### src/verilog/uab_pkg.sv
/*
  Shared constants and types of the auto-baud, transmit-gate and scratch block.
  Assumes a single APB clock domain and the APB byte addresses used here.
*/
package uab_pkg;
  // Register byte addresses
  localparam logic [31:0] UAB_ADDR_SCRATCH = 32'hE000C01C;
  localparam logic [31:0] UAB_ADDR_ACR = 32'hE000C020;
  localparam logic [31:0] UAB_ADDR_TER = 32'hE000C030;
  // Auto-baud control fields
  localparam int UAB_ACR_RUN = 0;
  localparam int UAB_ACR_MODE = 1;
  localparam int UAB_ACR_RESTART = 2;
  localparam int UAB_ACR_END_CLR = 8;
  localparam int UAB_ACR_TO_CLR = 9;
  // Transmit gate field
  localparam int UAB_TER_GATE = 7;
  // Reset values
  localparam logic [7:0] UAB_SCRATCH_RST = 8'h00;
  localparam logic UAB_GATE_RST = 1'b1;
  // Measurement counter: a 2^15 divisor times 16 samples
  localparam int UAB_CNT_W = 19;
  localparam logic [4:0] UAB_START_PULSES = 5'h10;
  localparam logic [15:0] UAB_DIV_MIN = 16'h0001;

  typedef enum logic [1:0] {
    UAB_IDLE = 2'b00,
    UAB_ARMED = 2'b01,
    UAB_MEASURE = 2'b10
  } uab_state_t;

  typedef struct packed {
    logic psel;
    logic penable;
    logic pwrite;
    logic [31:0] paddr;
    logic [31:0] pwdata;
  } uab_apb_req_t;

  typedef struct packed {
    logic [3:0] add_value;
    logic [3:0] mul_value;
  } uab_frac_t;
endpackage : uab_pkg

### src/verilog/uab_rate_cnt.sv
/*
  Measurement counter with optional fractional pre-scaling.
  Assumes clr and run come from the controller in the same clock domain.
*/
`timescale 1ns/1ps
module uab_rate_cnt (
  // Clock and reset
  input wire logic core_clk,
  input wire logic rst,
  // Control
  input wire logic clr,
  input wire logic run,
  input wire uab_pkg::uab_frac_t frac,
  // Results
  output logic tick,
  output logic ovf,
  output logic [uab_pkg::UAB_CNT_W-1:0] count
);
  import uab_pkg::*;

  logic [3:0] acc_r;
  logic [4:0] acc_sum;
  logic skip;
  logic [UAB_CNT_W-1:0] cnt_r;

  // Fractional add swallows a cycle whenever the accumulator wraps
  assign acc_sum = {1'b0, acc_r} + {1'b0, frac.add_value};
  assign skip = (frac.add_value != 4'h0) && (acc_sum >= {1'b0, frac.mul_value});
  assign tick = run && !skip;
  assign ovf = tick && (&cnt_r);
  assign count = cnt_r;

  always_ff @(posedge core_clk or posedge rst) begin
    if (rst) begin
      acc_r <= 4'h0;
      cnt_r <= '0;
    end else if (clr) begin
      acc_r <= 4'h0;
      cnt_r <= '0;
    end else if (run) begin
      acc_r <= skip ? 4'(acc_sum - {1'b0, frac.mul_value}) : acc_sum[3:0];
      cnt_r <= tick ? cnt_r + 1'b1 : cnt_r;
    end
  end
endmodule : uab_rate_cnt

### src/verilog/uab_top.sv
/*
  Auto-baud measurement engine, transmit gate and scratch byte behind APB.
  Assumes the receive pin is already synchronous to core_clk and that the
  companion receiver and divisor latches sit outside and use the outputs here.
*/
`timescale 1ns/1ps
module uab_top (
  // Clock and reset
  input wire logic core_clk,
  input wire logic rst,
  // APB slave
  input wire uab_pkg::uab_apb_req_t apb_req,
  output logic [31:0] apb_prdata,
  output logic apb_pready,
  output logic apb_pslverr,
  // Serial line
  input wire logic serial_receive_pin,
  // Fractional divider and interrupt enables of the companion UART
  input wire uab_pkg::uab_frac_t frac,
  input wire logic end_measure_irq_enable,
  input wire logic measure_timeout_irq_enable,
  // Auto-baud flags
  output logic end_measure_irq_flag,
  output logic measure_timeout_irq_flag,
  // Divisor latch load
  output logic [15:0] div_value,
  output logic div_load,
  // Receive shift register control
  output logic rsr_reset,
  output logic rsr_fast,
  output logic rsr_sample,
  // Transmitter handshake
  input wire logic thr_valid,
  input wire logic tsr_busy,
  output logic tx_load
);
  import uab_pkg::*;

  ////////////////////////////////////////////////////////////////////////////
  // Registers
  logic [7:0] scratch_r;
  logic run_r;
  logic run_nxt;
  logic mode_r;
  logic restart_r;
  logic gate_r;
  logic end_flag_r;
  logic end_flag_nxt;
  logic to_flag_r;
  logic to_flag_nxt;
  uab_state_t state_r;
  uab_state_t state_nxt;
  logic rx_prev_r;
  logic [4:0] pulses_r;
  logic [15:0] div_r;
  logic div_load_r;
  logic rsr_reset_r;
  logic rsr_fast_r;
  logic rsr_fast_nxt;
  logic rsr_sample_r;
  logic [31:0] prdata_r;
  logic pready_r;
  logic pslverr_r;

  ////////////////////////////////////////////////////////////////////////////
  // APB decode
  logic setup_ph;
  logic wr_acc;
  logic sel_scr;
  logic sel_acr;
  logic sel_ter;
  logic mapped;
  logic wr_scr;
  logic wr_acr;
  logic wr_ter;
  logic [31:0] rd_mux;

  assign setup_ph = apb_req.psel && !apb_req.penable;
  assign wr_acc = apb_req.psel && apb_req.penable && pready_r && apb_req.pwrite;
  assign sel_scr = apb_req.paddr == UAB_ADDR_SCRATCH;
  assign sel_acr = apb_req.paddr == UAB_ADDR_ACR;
  assign sel_ter = apb_req.paddr == UAB_ADDR_TER;
  assign mapped = sel_scr || sel_acr || sel_ter;
  assign wr_scr = wr_acc && sel_scr;
  assign wr_acr = wr_acc && sel_acr;
  assign wr_ter = wr_acc && sel_ter;

  // Reserved and write-only bits read as zero
  assign rd_mux = sel_scr ? {24'h000000, scratch_r} :
                  sel_acr ? {29'h00000000, restart_r, mode_r, run_r} :
                  sel_ter ? {24'h000000, gate_r, 7'h00} : 32'h00000000;

  // No wait states: answer is prepared during the setup phase
  always_ff @(posedge core_clk or posedge rst) begin
    if (rst) begin
      prdata_r <= 32'h00000000;
      pready_r <= 1'b0;
      pslverr_r <= 1'b0;
    end else begin
      prdata_r <= setup_ph ? rd_mux : prdata_r;
      pready_r <= setup_ph;
      pslverr_r <= setup_ph && !mapped;
    end
  end

  ////////////////////////////////////////////////////////////////////////////
  // Scratch and control bits
  always_ff @(posedge core_clk or posedge rst) begin
    if (rst) begin
      scratch_r <= UAB_SCRATCH_RST;
      mode_r <= 1'b0;
      restart_r <= 1'b0;
      gate_r <= UAB_GATE_RST;
    end else begin
      scratch_r <= wr_scr ? apb_req.pwdata[7:0] : scratch_r;
      mode_r <= wr_acr ? apb_req.pwdata[UAB_ACR_MODE] : mode_r;
      restart_r <= wr_acr ? apb_req.pwdata[UAB_ACR_RESTART] : restart_r;
      gate_r <= wr_ter ? apb_req.pwdata[UAB_TER_GATE] : gate_r;
    end
  end

  ////////////////////////////////////////////////////////////////////////////
  // Measurement engine
  logic rx_fall;
  logic rx_rise;
  logic start_wr;
  logic abort_wr;
  logic cnt_clr;
  logic cnt_run;
  logic cnt_tick;
  logic cnt_ovf;
  logic [UAB_CNT_W-1:0] cnt_val;
  logic stop_edge;
  logic done;
  logic [15:0] div_calc;
  logic [15:0] div_raw;
  logic sample_nxt;

  assign rx_fall = rx_prev_r && !serial_receive_pin;
  assign rx_rise = !rx_prev_r && serial_receive_pin;
  assign start_wr = wr_acr && apb_req.pwdata[UAB_ACR_RUN];
  assign abort_wr = wr_acr && !apb_req.pwdata[UAB_ACR_RUN];
  // Mode 0 spans start bit plus the data bit that follows it
  assign stop_edge = mode_r ? rx_rise : rx_fall;
  assign done = (state_r == UAB_MEASURE) && stop_edge && !cnt_ovf && !wr_acr;
  assign cnt_clr = start_wr || (state_r != UAB_MEASURE);
  assign cnt_run = state_r == UAB_MEASURE;
  // Counter holds 16 samples per bit; mode 0 covers two bits
  assign div_raw = mode_r ? {1'b0, cnt_val[UAB_CNT_W-1:4]} : {2'b00, cnt_val[UAB_CNT_W-1:5]};
  assign div_calc = (div_raw == 16'h0000) ? UAB_DIV_MIN : div_raw;
  assign sample_nxt = cnt_tick && (pulses_r < UAB_START_PULSES);

  uab_rate_cnt u_rate_cnt (
    .core_clk(core_clk),
    .rst(rst),
    .clr(cnt_clr),
    .run(cnt_run),
    .frac(frac),
    .tick(cnt_tick),
    .ovf(cnt_ovf),
    .count(cnt_val)
  );

  always_comb begin
    state_nxt = state_r;
    run_nxt = run_r;
    rsr_fast_nxt = rsr_fast_r;
    unique case (state_r)
      UAB_IDLE: begin
      end
      UAB_ARMED: begin
        if (rx_fall) begin
          state_nxt = UAB_MEASURE;
        end
      end
      UAB_MEASURE: begin
        if (cnt_ovf && restart_r) begin
          state_nxt = UAB_ARMED;
        end else if (cnt_ovf) begin
          state_nxt = UAB_IDLE;
          run_nxt = 1'b0;
          rsr_fast_nxt = 1'b0;
        end else if (stop_edge) begin
          state_nxt = UAB_IDLE;
          run_nxt = 1'b0;
          rsr_fast_nxt = 1'b0;
        end
      end
      default: begin
        state_nxt = UAB_IDLE;
        run_nxt = 1'b0;
      end
    endcase
    // Software write overrides the engine in the same cycle
    if (start_wr) begin
      state_nxt = UAB_ARMED;
      run_nxt = 1'b1;
      rsr_fast_nxt = 1'b1;
    end else if (abort_wr) begin
      state_nxt = UAB_IDLE;
      run_nxt = 1'b0;
      rsr_fast_nxt = 1'b0;
    end
  end

  always_ff @(posedge core_clk or posedge rst) begin
    if (rst) begin
      state_r <= UAB_IDLE;
      run_r <= 1'b0;
      rsr_fast_r <= 1'b0;
      rx_prev_r <= 1'b1;
    end else begin
      state_r <= state_nxt;
      run_r <= run_nxt;
      rsr_fast_r <= rsr_fast_nxt;
      rx_prev_r <= serial_receive_pin;
    end
  end

  always_ff @(posedge core_clk or posedge rst) begin
    if (rst) begin
      pulses_r <= 5'h00;
      rsr_sample_r <= 1'b0;
      rsr_reset_r <= 1'b0;
      div_r <= 16'h0000;
      div_load_r <= 1'b0;
    end else begin
      pulses_r <= cnt_clr ? 5'h00 : (sample_nxt ? pulses_r + 5'h01 : pulses_r);
      rsr_sample_r <= sample_nxt;
      rsr_reset_r <= start_wr;
      div_r <= done ? div_calc : div_r;
      div_load_r <= done;
    end
  end

  ////////////////////////////////////////////////////////////////////////////
  // Pending flags: set wins over a clear in the same cycle
  logic to_set;
  logic end_set;
  logic to_clr;
  logic end_clr;

  assign to_set = cnt_ovf && measure_timeout_irq_enable;
  assign end_set = div_load_r && end_measure_irq_enable;
  assign to_clr = wr_acr && apb_req.pwdata[UAB_ACR_TO_CLR];
  assign end_clr = wr_acr && apb_req.pwdata[UAB_ACR_END_CLR];
  assign to_flag_nxt = to_set || (to_flag_r && !to_clr);
  assign end_flag_nxt = end_set || (end_flag_r && !end_clr);

  always_ff @(posedge core_clk or posedge rst) begin
    if (rst) begin
      to_flag_r <= 1'b0;
      end_flag_r <= 1'b0;
    end else begin
      to_flag_r <= to_flag_nxt;
      end_flag_r <= end_flag_nxt;
    end
  end

  ////////////////////////////////////////////////////////////////////////////
  // Transmit gate
  uab_txgate u_txgate (
    .core_clk(core_clk),
    .rst(rst),
    .gate(gate_r),
    .thr_valid(thr_valid),
    .tsr_busy(tsr_busy),
    .tx_load(tx_load)
  );

  ////////////////////////////////////////////////////////////////////////////
  // Outputs
  assign apb_prdata = prdata_r;
  assign apb_pready = pready_r;
  assign apb_pslverr = pslverr_r;
  assign end_measure_irq_flag = end_flag_r;
  assign measure_timeout_irq_flag = to_flag_r;
  assign div_value = div_r;
  assign div_load = div_load_r;
  assign rsr_reset = rsr_reset_r;
  assign rsr_fast = rsr_fast_r;
  assign rsr_sample = rsr_sample_r;
endmodule : uab_top

### src/verilog/uab_txgate.sv
/*
  Transmit gate between the holding FIFO and the transmit shift register.
  Assumes tsr_busy stays high while a loaded character is being shifted out.
*/
`timescale 1ns/1ps
module uab_txgate (
  // Clock and reset
  input wire logic core_clk,
  input wire logic rst,
  // Control
  input wire logic gate,
  // Transmitter handshake
  input wire logic thr_valid,
  input wire logic tsr_busy,
  output logic tx_load
);
  logic load_nxt;
  logic load_r;

  // Gate only blocks new loads; a character in flight finishes
  assign load_nxt = gate && thr_valid && !tsr_busy && !load_r;
  assign tx_load = load_r;

  always_ff @(posedge core_clk or posedge rst) begin
    if (rst) begin
      load_r <= 1'b0;
    end else begin
      load_r <= load_nxt;
    end
  end
endmodule : uab_txgate
### config.mk
export PLATFORM = sky130hd
export DESIGN_NAME = uab_top
export DESIGN_NICKNAME = d
export VERILOG_FILES = /design/src/verilog/uab_pkg.sv /design/src/verilog/uab_rate_cnt.sv /design/src/verilog/uab_top.sv /design/src/verilog/uab_txgate.sv
export SDC_FILE = /design/constraint.sdc
export NUM_CORES = 1
export LEC_CHECK = 0
export ABC_AREA = 1
export BUFFER_PORTS_ARGS = -buffer_cell sky130_fd_sc_hd__clkbuf_2
export CAP_MARGIN = 20
export CELL_PAD_IN_SITES_DETAIL_PLACEMENT = 0
export CELL_PAD_IN_SITES_GLOBAL_PLACEMENT = 1
export CORE_ASPECT_RATIO = 0.9
export CORE_MARGIN = 8
export CORE_UTILIZATION = 30
export CTS_BUF_LIST = sky130_fd_sc_hd__clkbuf_4 sky130_fd_sc_hd__clkbuf_8
export DETAILED_ROUTE_END_ITERATION = 16
export GPL_ROUTABILITY_DRIVEN = 0
export MAX_ROUTING_LAYER = met4
export PLACE_DENSITY_LB_ADDON = 0.1
export SLEW_MARGIN = 20
export SYNTH_ARGS = -nofsm -noshare
export SYNTH_HDL_FRONTEND = slang
export SYNTH_SLANG_ARGS = --single-unit
### constraint.sdc
create_clock -name core_clk -period 2.8 [get_ports core_clk]
set_input_delay 0.56 -clock core_clk [delete_from_list [all_inputs] [get_ports core_clk]]
set_output_delay 0.56 -clock core_clk [all_outputs]
set_load 0.01 [all_outputs]
==> results of run 1 <==
[power groups by stage]
stage | clock, mW | sequential, mW | combinational, mW
3_5_place_dp | 0 | 1.11 | 0.207
6_report | 0.876 | 1.09 | 0.211
4_1_cts | 0.924 | 1.09 | 0.209
2_1_floorplan | 0 | 1.11 | 0.135
5_1_grt | 0.955 | 1.09 | 0.241
3_3_place_gp | 0 | 1.11 | 0.204
[final cells by class]
class / instances / area (sq um)
clock buffer: 11 / 145.1
clock inverter: 5 / 62.56
fill: 1593 / 9200
inverter: 73 / 276.5
multi-input combinational: 424 / 2195
sequential: 75 / 1879
tap: 198 / 247.7
timing repair buffer: 116 / 655.6
[through the flow]
| stage | util | hold slack [ns] | worst slack (ns) | setup TNS [ns] |
|---|---|---|---|---|
| after global routing | 0.3725 | 0.2502 | 0.007541 | 0 |
| after detailed placement | 0.3520 | 0.4654 | -0.3724 | -12.20 |
| after CTS | 0.3672 | 0.2403 | 0.06059 | 0 |
| after global placement | 0.3520 | 0.4141 | -0.3021 | -8.801 |
| final | 0.3725 | 0.2510 | 0.2132 | 0 |
| after floorplan | - | 0.4420 | 0.07985 | 0 |
[what timing repair did]
action                                  CTS  global route
pin swaps                                 1             1
hold buffers                              0             0
endpoints found under the setup margin    8            35
resized for setup                         4            15
setup buffers                             0             1
[cell usage in the layout, fill, tap and decap left out, drive strengths merged]
cell type  instances
conb              25
clkinv             2
a22o               1
nor3              11
nand4             10
xor2               8
or2                1
a211oi             3
clkinvlp           2
fa                 2
nand2            175
nor2              70
dfstp              2
o211ai             1
o21ai             44
xnor2              6
and2               1
buf               25
a21oi             13
inv               73
nor4               3
clkbuf           102
nand3             37
nor3b              2
o21bai             1
dfrtp             73
bufinv             1
ha                10
[kinds of logic (layout without fill, tap and decap cells)]
family | count (synthesis) | in the layout
and+or+nand+nor | 310 | 310
buffers and inverters | 113 | 205
DFF | 75 | 75
AOI/OAI and AO/OA | 63 | 63
xor gates and xnor gates | 14 | 14
adders and majority gates | 12 | 12
other | 1 | 25
[registers in the layout, summed over array words and instances, names as in the netlist]
signal,cells
u_rate_cnt.count,19
div_value,15
apb_prdata,8
scratch_r,8
pulses_r,5
u_rate_cnt.acc_r,4
state_r,2
apb_pready,1
apb_pslverr,1
div_load,1
end_measure_irq_flag,1
gate_r,1
measure_timeout_irq_flag,1
mode_r,1
restart_r,1
rsr_fast,1
rsr_reset,1
rsr_sample,1
run_r,1
rx_prev_r,1
u_txgate.tx_load,1
[final timing paths]
| check | start | to | slack [ns] | cells past startpoint |
|---|---|---|---|---|
| worst max-delay path | u_rate_cnt.acc_r[0]$_DFFE_PP0P_ | rsr_fast$_DFFE_PP0P_ | 0.21 | 15 |
| worst max register to register | u_rate_cnt.acc_r[0]$_DFFE_PP0P_ | rsr_fast$_DFFE_PP0P_ | 0.21 | 15 |
| min in group core_clk | serial_receive_pin | rx_prev_r$_DFF_PP1_ | 0.28 | 1 |
| worst min register to register | u_txgate.tx_load$_DFF_PP0_ | u_txgate.tx_load$_DFF_PP0_ | 0.46 | 1 |
| max in group asynchronous | rst | rsr_sample$_DFF_PP0_ | 2.05 | 3 |
| worst min-delay path | rst | div_value[12]$_DFFE_PP0P_ | 0.25 | 3 |
[per-layer routing]
layer	wire length, um	vias up	track usage
met4	175	0	0.04217
met3	542	10	0.02860
met1	5605	1748	0.1688
met2	4879	108	0.1847
met5	0	-	-
li1	-	2022	-
[worst max-delay path: stages, from the launching register on]
cell	delay [ns]
dfrtp_1	0.37
ha_1	0.21
fa_2	0.38
xor2_2	0.21
ha_4	0.24
a21oi_2	0.14
nand2_1	0.07
nand2_1	0.06
nand2_1	0.08
nand2_2	0.11
nand3_1	0.15
buf_4	0.19
nand2_1	0.05
nand3_1	0.09
nand2_1	0.08
nand2_1	0.05
==> impl_metrics.csv, run 1 <==
group,metric,value,unit
run_status,status,"finished, final reports clean",
routing,drc,0,
cts,root_buffer,"clkbuf_8",
routing,final_antenna_net_count,0,
cts,clkTransAtPathRegs,0.08,ns
power_and_ir_drop,comb_power_share,0.097,
cts,insertion_delay,0.36,ns
sta,tightest_slew,0.5926,ns
sta,hold_viol_final,0,
global_route,grt_pass1_vias,3891,
yosys,synth_fa_ha_area_frac,0.03696,
sta,period_share,0.9239,
placed_design,port_buffers,91,
setup_path,critPathCaptureType,"flip-flop",
finish,final_nets,793,
die,fp.dieW,144.6,um
yosys,synthTopCellsByArea,"dfrtp_1 41%, nand2_1 14%, inv_1 5.6%, nor2_1 5.4%, buf_4 4.7%",
die,dieArea,19060,sq um
power_and_ir_drop,switching_share,0.2557,
yosys,synth-xor-area-share,0.02744,
worst_hold_path,hp-class,"primary input to asynchronous set/reset pin",
placed_design,dp_hpwl,8869,um
sta,fin_skew,0.01178,ns
yosys,yosysMostFrequentCell,"nand2_1",
yosys,synth_edf_count,0,
yosys,avgSynthCellArea,7.599,sq um
power_and_ir_drop,p_seq_frac,0.500,
die,rows,42,
yosys,ys_seq_elements,75,
yosys,async_reset_ff_frac,1.000,
yosys,yosysTopAreaCell,"dfrtp_1",
finish,stdcell_count,902,
yosys,synthMuxAreaShare,0,
placed_design,place_inst,885,
global_route,grt_pass1_wl,18780,um
routing,avgRoutedWirePerCell,12.42,um
power_and_ir_drop,clockPowerShare,0.403,
sta,fmax,386.6,MHz
yosys,yosys_most_used_dff,"dfrtp_1",
sta,relSlewSlack,0.6050,
cts,clock_path_buffers,2,
yosys,synth-seq-area-share,0.4206,
die,io_pins,139,
cts,cts_max_level,3,
placed_design,place_area,5161,sq um
power_and_ir_drop,power.total,2.176,mW
cts,clock_sink_count,75,
die,die_h,131.8,um
sta,min_period,2.587,ns
yosys,synth_warnings,0,
yosys,synth_compound_area_frac,0.08093,
yosys,synthCells,588,
cts,cts_tree,"yes",
power_and_ir_drop,p_int,1.619,mW
cts,cts_made_buffers,9,
sta,maxSlewViolCount,0,
job,drv_cap,0,
routing,vias,3888,
finish,drive_gt1_frac,0.2571,
sta,rsz0062_at_grt,"no",
setup_path,required,3.05,ns
routing,firstDrtPassIters,4,
global_route,grtUsageTotal,0.1264,
yosys,synth_top_area_share,0.4088,
yosys,synth_cell_types,37,
die,coreArea,14660,sq um
routing,drt-total-wl,11200,um
finish,synthToLayoutAreaGrowth,22.23,%
yosys,synth_common_cells,"167 x nand2_1, 73 x dfrtp_1, 67 x inv_1",
global_route,grt_start_max_net_pins,46,
finish,n_antenna_cell,0,
setup_path,crit_fanout,5,
global_route,grt-ovfl-total,0,
routing,drt-vias-per-instance,4.310,
finish,stdcell_area,5461,sq um
setup_path,critical_path_class,"flip-flop to flip-flop",
power_and_ir_drop,irDropWorstVdd,0.0002349,V
power_and_ir_drop,p_per_area,398.4,nW/um^2
yosys,synth_top_family_by_area,"simple AND/OR/NAND/NOR gates",
yosys,yosys.area_share.simple,0.3064,
sta,setup_viol,0,
yosys,syn-cell-area,4468,sq um
power_and_ir_drop,p_leak,2.813,nW
setup_path,cp.arrival,2.84,ns
setup_path,start_kind,"flip-flop",
die,start_util,0.3047,
power_and_ir_drop,switching_power,0.5563,mW
global_route,antenna_found_initial,0,
routing,drtIter0Drc,153,
No activity file was read; power rests on OpenSTA's default activity.
==> inputs of run 2 (changes only) <==
MAX_ROUTING_LAYER = default   (was met4)
PLACE_DENSITY = 0.73   (was default)
PLACE_DENSITY_LB_ADDON = default   (was 0.1)
SLEW_MARGIN = 25   (was 20)
==> run 2 against run 1 <==
Largest power group unchanged. First-iteration DRC count grew 19%. Highest routed layer unchanged. Sequential power is essentially flat. Worst hold slack gained 0.035 ns.
==> impl_metrics.csv, run 2 (same netlist as run 1, synthesis figures left out) <==
group,metric,value,unit
cts,cts_tree,"yes",
routing,firstDrtPassIters,4,
die,fp.dieW,144.6,um
finish,final_cell_mix,"163 x nand2_1, 91 x clkbuf_2, 73 x dfrtp_1",
sta,tightest_slew,0.7089,ns
finish,n_antenna_cell,0,
setup_path,critPathCaptureType,"flip-flop",
routing,drt-vias-per-instance,4.355,
die,coreArea,14660,sq um
setup_path,start_kind,"flip-flop",
power_and_ir_drop,p_per_area,387.9,nW/um^2
sta,maxSlewViolCount,0,
cts,clock_sink_count,75,
finish,stdcell_area,5386,sq um
sta,period_share,0.9283,
setup_path,critical_path_class,"flip-flop to flip-flop",
setup_path,required,3.10,ns
global_route,grt-ovfl-total,0,
cts,cts_setup_buffers,0,
die,io_pins,139,
setup_path,cp.arrival,2.90,ns
placed_design,place_area,5144,sq um
finish,fill_cells,1578,
die,rows,42,
placed_design,port_buffers,91,
cts,insertion_delay,0.36,ns
sta,fin_skew,0.01236,ns
cts,cts_max_level,3,
cts,clock_path_buffers,2,
routing,drc,0,
sta,fmax,384.7,MHz
global_route,grt_start_max_net_pins,44,
finish,largest_register_ffs,19,
cts,cts_made_buffers,9,
job,drv_cap,0,
global_route,grt_pass1_vias,3892,
routing,avgRoutedWirePerCell,12.28,um
sta,hold_viol_final,0,
die,start_util,0.3047,
setup_path,ff2ff_path_depth,16,
sta,min_period,2.599,ns
setup_path,worstSetupStartpoint,"u_rate_cnt.acc_r[0]$_DFFE_PP0P_",
routing,final_antenna_net_count,0,
die,dieArea,19060,sq um
global_route,antenna_found_initial,0,
global_route,grt_pass1_wl,18210,um
power_and_ir_drop,irDropWorstVdd,0.0001702,V
global_route,grtUsageTotal,0.1180,
cts,root_buffer,"clkbuf_8",
cts,clkTransAtPathRegs,0.09,ns
placed_design,dp_hpwl,8768,um
finish,synthToLayoutAreaGrowth,20.55,%
sta,hold-worst-slack,0.2862,ns
finish,utilization,0.3674,
finish,final_common_cell,"nand2_1",
routing,vias,3906,
run_status,status,"finished, final reports clean",
sta,relSlewSlack,0.5267,
power_and_ir_drop,p_leak,2.784,nW
die,die_h,131.8,um
finish,drive_gt1_frac,0.2532,
sta,setup_viol,0,
worst_hold_path,hp-class,"primary input to asynchronous set/reset pin",
setup_path,r2r-start,"u_rate_cnt.acc_r[0]$_DFFE_PP0P_",
finish,final_nets,788,
setup_path,crit_fanout,11,
routing,drtIter0Drc,182,
routing,drt-total-wl,11010,um
## run 2: cell count changes in the layout (fill, tap and decap cells not counted), sizes merged
cell,before,now
clkinvlp,2,1
buf,25,20
inv,73,78
clkbuf,102,100
clkinv,2,1
bufinv,1,0
## run 2: final cells by class
| cell class | count | area, sq um | share of cell area |
|---|---|---|---|
| well taps | 198 | 247.7 | 0.04599 |
| clock buffers | 9 | 123.9 | 0.02300 |
| repair buffers | 111 | 630.6 | 0.1171 |
| flip-flops and latches | 75 | 1879 | 0.3489 |
| clock inverters | 7 | 58.81 | 0.01092 |
| multi-input cells | 424 | 2172 | 0.4033 |
| inverters | 73 | 274.0 | 0.05087 |
## run 2: routing by layer
layer  track usage  up-vias  part of all wire
met1        0.1601     1796              0.48
li1              -     2021                 -
met5             0        -                 0
met2        0.1819       82              0.45
met3       0.02860        7             0.053
met4       0.03351        0             0.010
## run 2: worst max-delay path, cell delays in order, from the launching register on
cell and delay (ns):
dfrtp_1 0.38, ha_2 0.19, fa_2 0.42, xor2_2 0.18, ha_4 0.29, nand2_1 0.06
inv_1 0.05, nand2_1 0.04, nand2_1 0.05, nand2_1 0.06, nand2_2 0.09, nand2_2 0.09
nand3_1 0.11, nand3_2 0.14, inv_2 0.19, o21ai_0 0.11, nand2_1 0.07
## run 2: worst paths after layout
check	slack, ns	end
min reg2reg	0.44	u_txgate.tx_load$_DFF_PP0_
max	0.20	div_value[0]$_DFFE_PP0P_
min in group core_clk	0.29	rx_prev_r$_DFF_PP1_
min	0.29	apb_prdata[4]$_DFFE_PP0P_
max in group asynchronous	1.82	pulses_r[0]$_DFFE_PP0P_
max reg2reg	0.20	div_value[0]$_DFFE_PP0P_
## run 2: power breakdown
part	switching, mW	internal [mW]	total (mW)
clock network	0.453	0.339	0.792
logic	0.128	0.0810	0.209
registers	0.00199	1.09	1.09
total	0.583	1.51	2.09
## run 2: per-stage QoR
| step | TNS (ns) | worst slack (ns) | total power [mW] | instances |
|---|---|---|---|---|
| 6_report | 0 | 0.2008 | 2.089 | 897 |
| 3_5_place_dp | -10.27 | -0.3401 | 1.313 | 881 |
| 3_3_place_gp | -7.237 | -0.2778 | 1.307 | 881 |
| 5_1_grt | -0.01646 | -0.01054 | 2.198 | 897 |
| 4_1_cts | 0 | 0.004868 | 2.122 | 897 |
| 2_1_floorplan | 0 | 0.07985 | 1.246 | 612 |
## run 2: repair_timing
| action | in CTS | in global routing |
|---|---|---|
| pin swaps | 1 | 2 |
| endpoints found under the setup margin | 7 | 48 |
| hold buffers | 0 | 0 |
| gates resized for setup | 3 | 12 |
| cloned | 0 | 0 |
==> inputs of run 3 (changes only) <==
PLACE_DENSITY = 0.68   (was 0.73)
SETUP_SLACK_MARGIN = 0.1   (was default)
SLEW_MARGIN = 5   (was 25)
==> run 3 against run 2 <==
Register-to-register slack worse by 0.02 ns. Critical endpoint is now u_rate_cnt.count[12]$_DFFE_PP0P_. Critical path type unchanged. Global-route usage increased by 0.39 points. Sequential share of layout area fell by 0.85 points. Setup slack lost 0.022 ns.
==> impl_metrics.csv, run 3 (same netlist as run 1, synthesis figures left out) <==
group,metric,value,unit
cts,root_buffer,"clkbuf_8",
die,fp.dieW,144.6,um
cts,cts_made_buffers,9,
cts,cts_max_level,3,
setup_path,required,3.07,ns
finish,stdcell_count,897,
placed_design,place_area,5142,sq um
finish,synthToLayoutAreaGrowth,23.58,%
setup_path,critPathCaptureType,"flip-flop",
die,dieArea,19060,sq um
sta,fin_skew,0.01067,ns
setup_path,start_kind,"flip-flop",
finish,stdcell_area,5522,sq um
finish,final_nets,788,
cts,clock_path_buffers,2,
global_route,grtUsageTotal,0.1219,
setup_path,ff2ff_path_depth,15,
die,coreArea,14660,sq um
finish,final_cell_mix,"162 x nand2_1, 91 x clkbuf_2, 73 x dfrtp_1",
job,drv_cap,0,
worst_hold_path,hp-class,"primary input to asynchronous set/reset pin",
routing,final_antenna_net_count,0,
sta,fmax,381.5,MHz
cts,clkTransAtPathRegs,0.08,ns
cts,hold_buffers,0,
global_route,grt_start_max_net_pins,76,
setup_path,r2r_end,"u_rate_cnt.count[12]$_DFFE_PP0P_",
setup_path,endpoint,"u_rate_cnt.count[12]$_DFFE_PP0P_",
sta,period_share,0.9362,
routing,vias,3934,
run_status,status,"finished, final reports clean",
sta,setup_viol,0,
power_and_ir_drop,p_per_area,412.4,nW/um^2
global_route,grt-ovfl-total,0,
setup_path,max_stage_delay,0.43,ns
power_and_ir_drop,clockPowerShare,0.425,
power_and_ir_drop,switching_power,0.5620,mW
finish,drive_gt1_frac,0.2632,
setup_path,r2r-start,"u_rate_cnt.acc_r[0]$_DFFE_PP0P_",
die,rows,42,
cts,clock_sink_count,75,
global_route,antenna_found_initial,0,
power_and_ir_drop,p_leak,2.811,nW
placed_design,place_inst,880,
power_and_ir_drop,switching_share,0.2468,
global_route,grt_pass1_vias,3925,
cts,cts_tree,"yes",
setup_path,r2r_slack,0.18,ns
setup_path,crit_fanout,3,
setup_path,critical_path_class,"flip-flop to flip-flop",
sta,rsz0062_at_grt,"yes",
setup_path,worstSetupStartpoint,"u_rate_cnt.acc_r[0]$_DFFE_PP0P_",
die,die_h,131.8,um
finish,n_antenna_cell,0,
sta,min_period,2.621,ns
setup_path,cp_cell_sequence,"ha_4 > fa_2 > xor2_4 > ha_4 > a21oi_4 > nand2_1 > nand2_1 > nand2_2 > buf_6 > a21oi_4 > nand2_2 > nor2_4 > nand3_1 > nand2_1 > nor2_1",
setup_path,cp.arrival,2.89,ns
finish,largest_register_ffs,19,
routing,drt-vias-per-instance,4.386,
sta,maxSlewViolCount,0,
power_and_ir_drop,comb_power_share,0.097,
power_and_ir_drop,irDropWorstVdd,0.0002412,V
power_and_ir_drop,p_seq_frac,0.478,
routing,drtIter0Drc,223,
routing,avgRoutedWirePerCell,12.51,um
power_and_ir_drop,p_int,1.715,mW
routing,drc,0,
cts,insertion_delay,0.37,ns
sta,hold_viol_final,0,
setup_path,crit_slowest_cell,"fa_2",
routing,firstDrtPassIters,4,
global_route,grt_pass1_wl,18820,um
placed_design,dp_hpwl,8731,um
die,start_util,0.3047,
finish,fill_cells,1561,
placed_design,port_buffers,91,
die,io_pins,139,
setup_path,path_common_cell,"nand2_1",
routing,drt-total-wl,11220,um
finish,final_common_cell,"nand2_1",
==> run 3: changes by cell type in the layout (fill, tap and decap cells not counted), moves of 2 or more <==
cell / delta
a21oi_2: -2
buf_4: -3
a21oi_4: +2
nor3_2: +2
inv_6: -3
bufinv_16: +2
nor3_1: -2
buf_6: +3
==> run 3: worst min path at each step <==
stage                                       endpoint  slack, ns
after floorplan                 rsr_sample$_DFF_PP0_       0.44
after detailed placement  u_txgate.tx_load$_DFF_PP0_       0.44
after global routing             rx_prev_r$_DFF_PP1_       0.25
after CTS                        rx_prev_r$_DFF_PP1_       0.24
after global placement    u_txgate.tx_load$_DFF_PP0_       0.42
final                       scratch_r[3]$_DFFE_PP0P_       0.25
==> run 3: layout make-up <==
cell class              instances  area [sq um]  share of cell area
flip-flops and latches         75          1879              0.3404
multi-input cells             424          2246              0.4068
well taps                     198         247.7             0.04487
repair buffers                111         641.9              0.1162
clock inverters                 5         85.08             0.01541
clock buffers                  11         145.1             0.02629
inverters                      73         276.5             0.05008
==> run 3: repair_timing <==
| item | CTS | global route |
|---|---|---|
| setup buffers | 0 | 1 |
| pin swaps | 2 | 6 |
| endpoints found under the hold margin | 0 | 0 |
| gates resized for setup | 8 | 22 |
| setup endpoints to repair | 33 | 44 |
==> run 3: power by group through the flow <==
stage | clock (mW) | combinational (mW) | sequential [mW]
after floorplan | 0 | 0.135 | 1.11
after global placement | 0 | 0.199 | 1.11
after detailed placement | 0 | 0.203 | 1.11
after global routing | 1.04 | 0.250 | 1.09
final | 0.967 | 0.221 | 1.09
after CTS | 1.01 | 0.207 | 1.09
==> run 3: worst max-delay path: cells and delay by family, from the launching register on <==
kind | cells | cell delay [ns]
xor+xnor | 1 | 0.18
buf+inv | 1 | 0.12
simple gates | 8 | 0.65
compound gates | 2 | 0.30
flops | 1 | 0.40
fa+ha+maj | 3 | 0.87
==> run 3: layer usage <==
metal  part of all wire  GRT usage
met3              0.052    0.02933
met4              0.019    0.04679
met2               0.45     0.1829
met1               0.48     0.1649
met5                  0          0
==> run 3: metrics by stage <==
| step | TNS (ns) | setup WS, ns | power (mW) | utilization | hold slack (ns) |
|---|---|---|---|---|---|
| 4_1_cts | 0 | 0.1168 | 2.306 | 0.3684 | 0.2399 |
| 2_1_floorplan | 0 | 0.09733 | 1.247 | - | 0.4420 |
| 6_report | 0 | 0.1785 | 2.277 | 0.3766 | 0.2505 |
| 5_1_grt | 0 | 0.04312 | 2.382 | 0.3766 | 0.2525 |
| 3_3_place_gp | -8.867 | -0.3120 | 1.308 | 0.3507 | 0.4154 |
| 3_5_place_dp | -10.88 | -0.3833 | 1.313 | 0.3507 | 0.4434 |
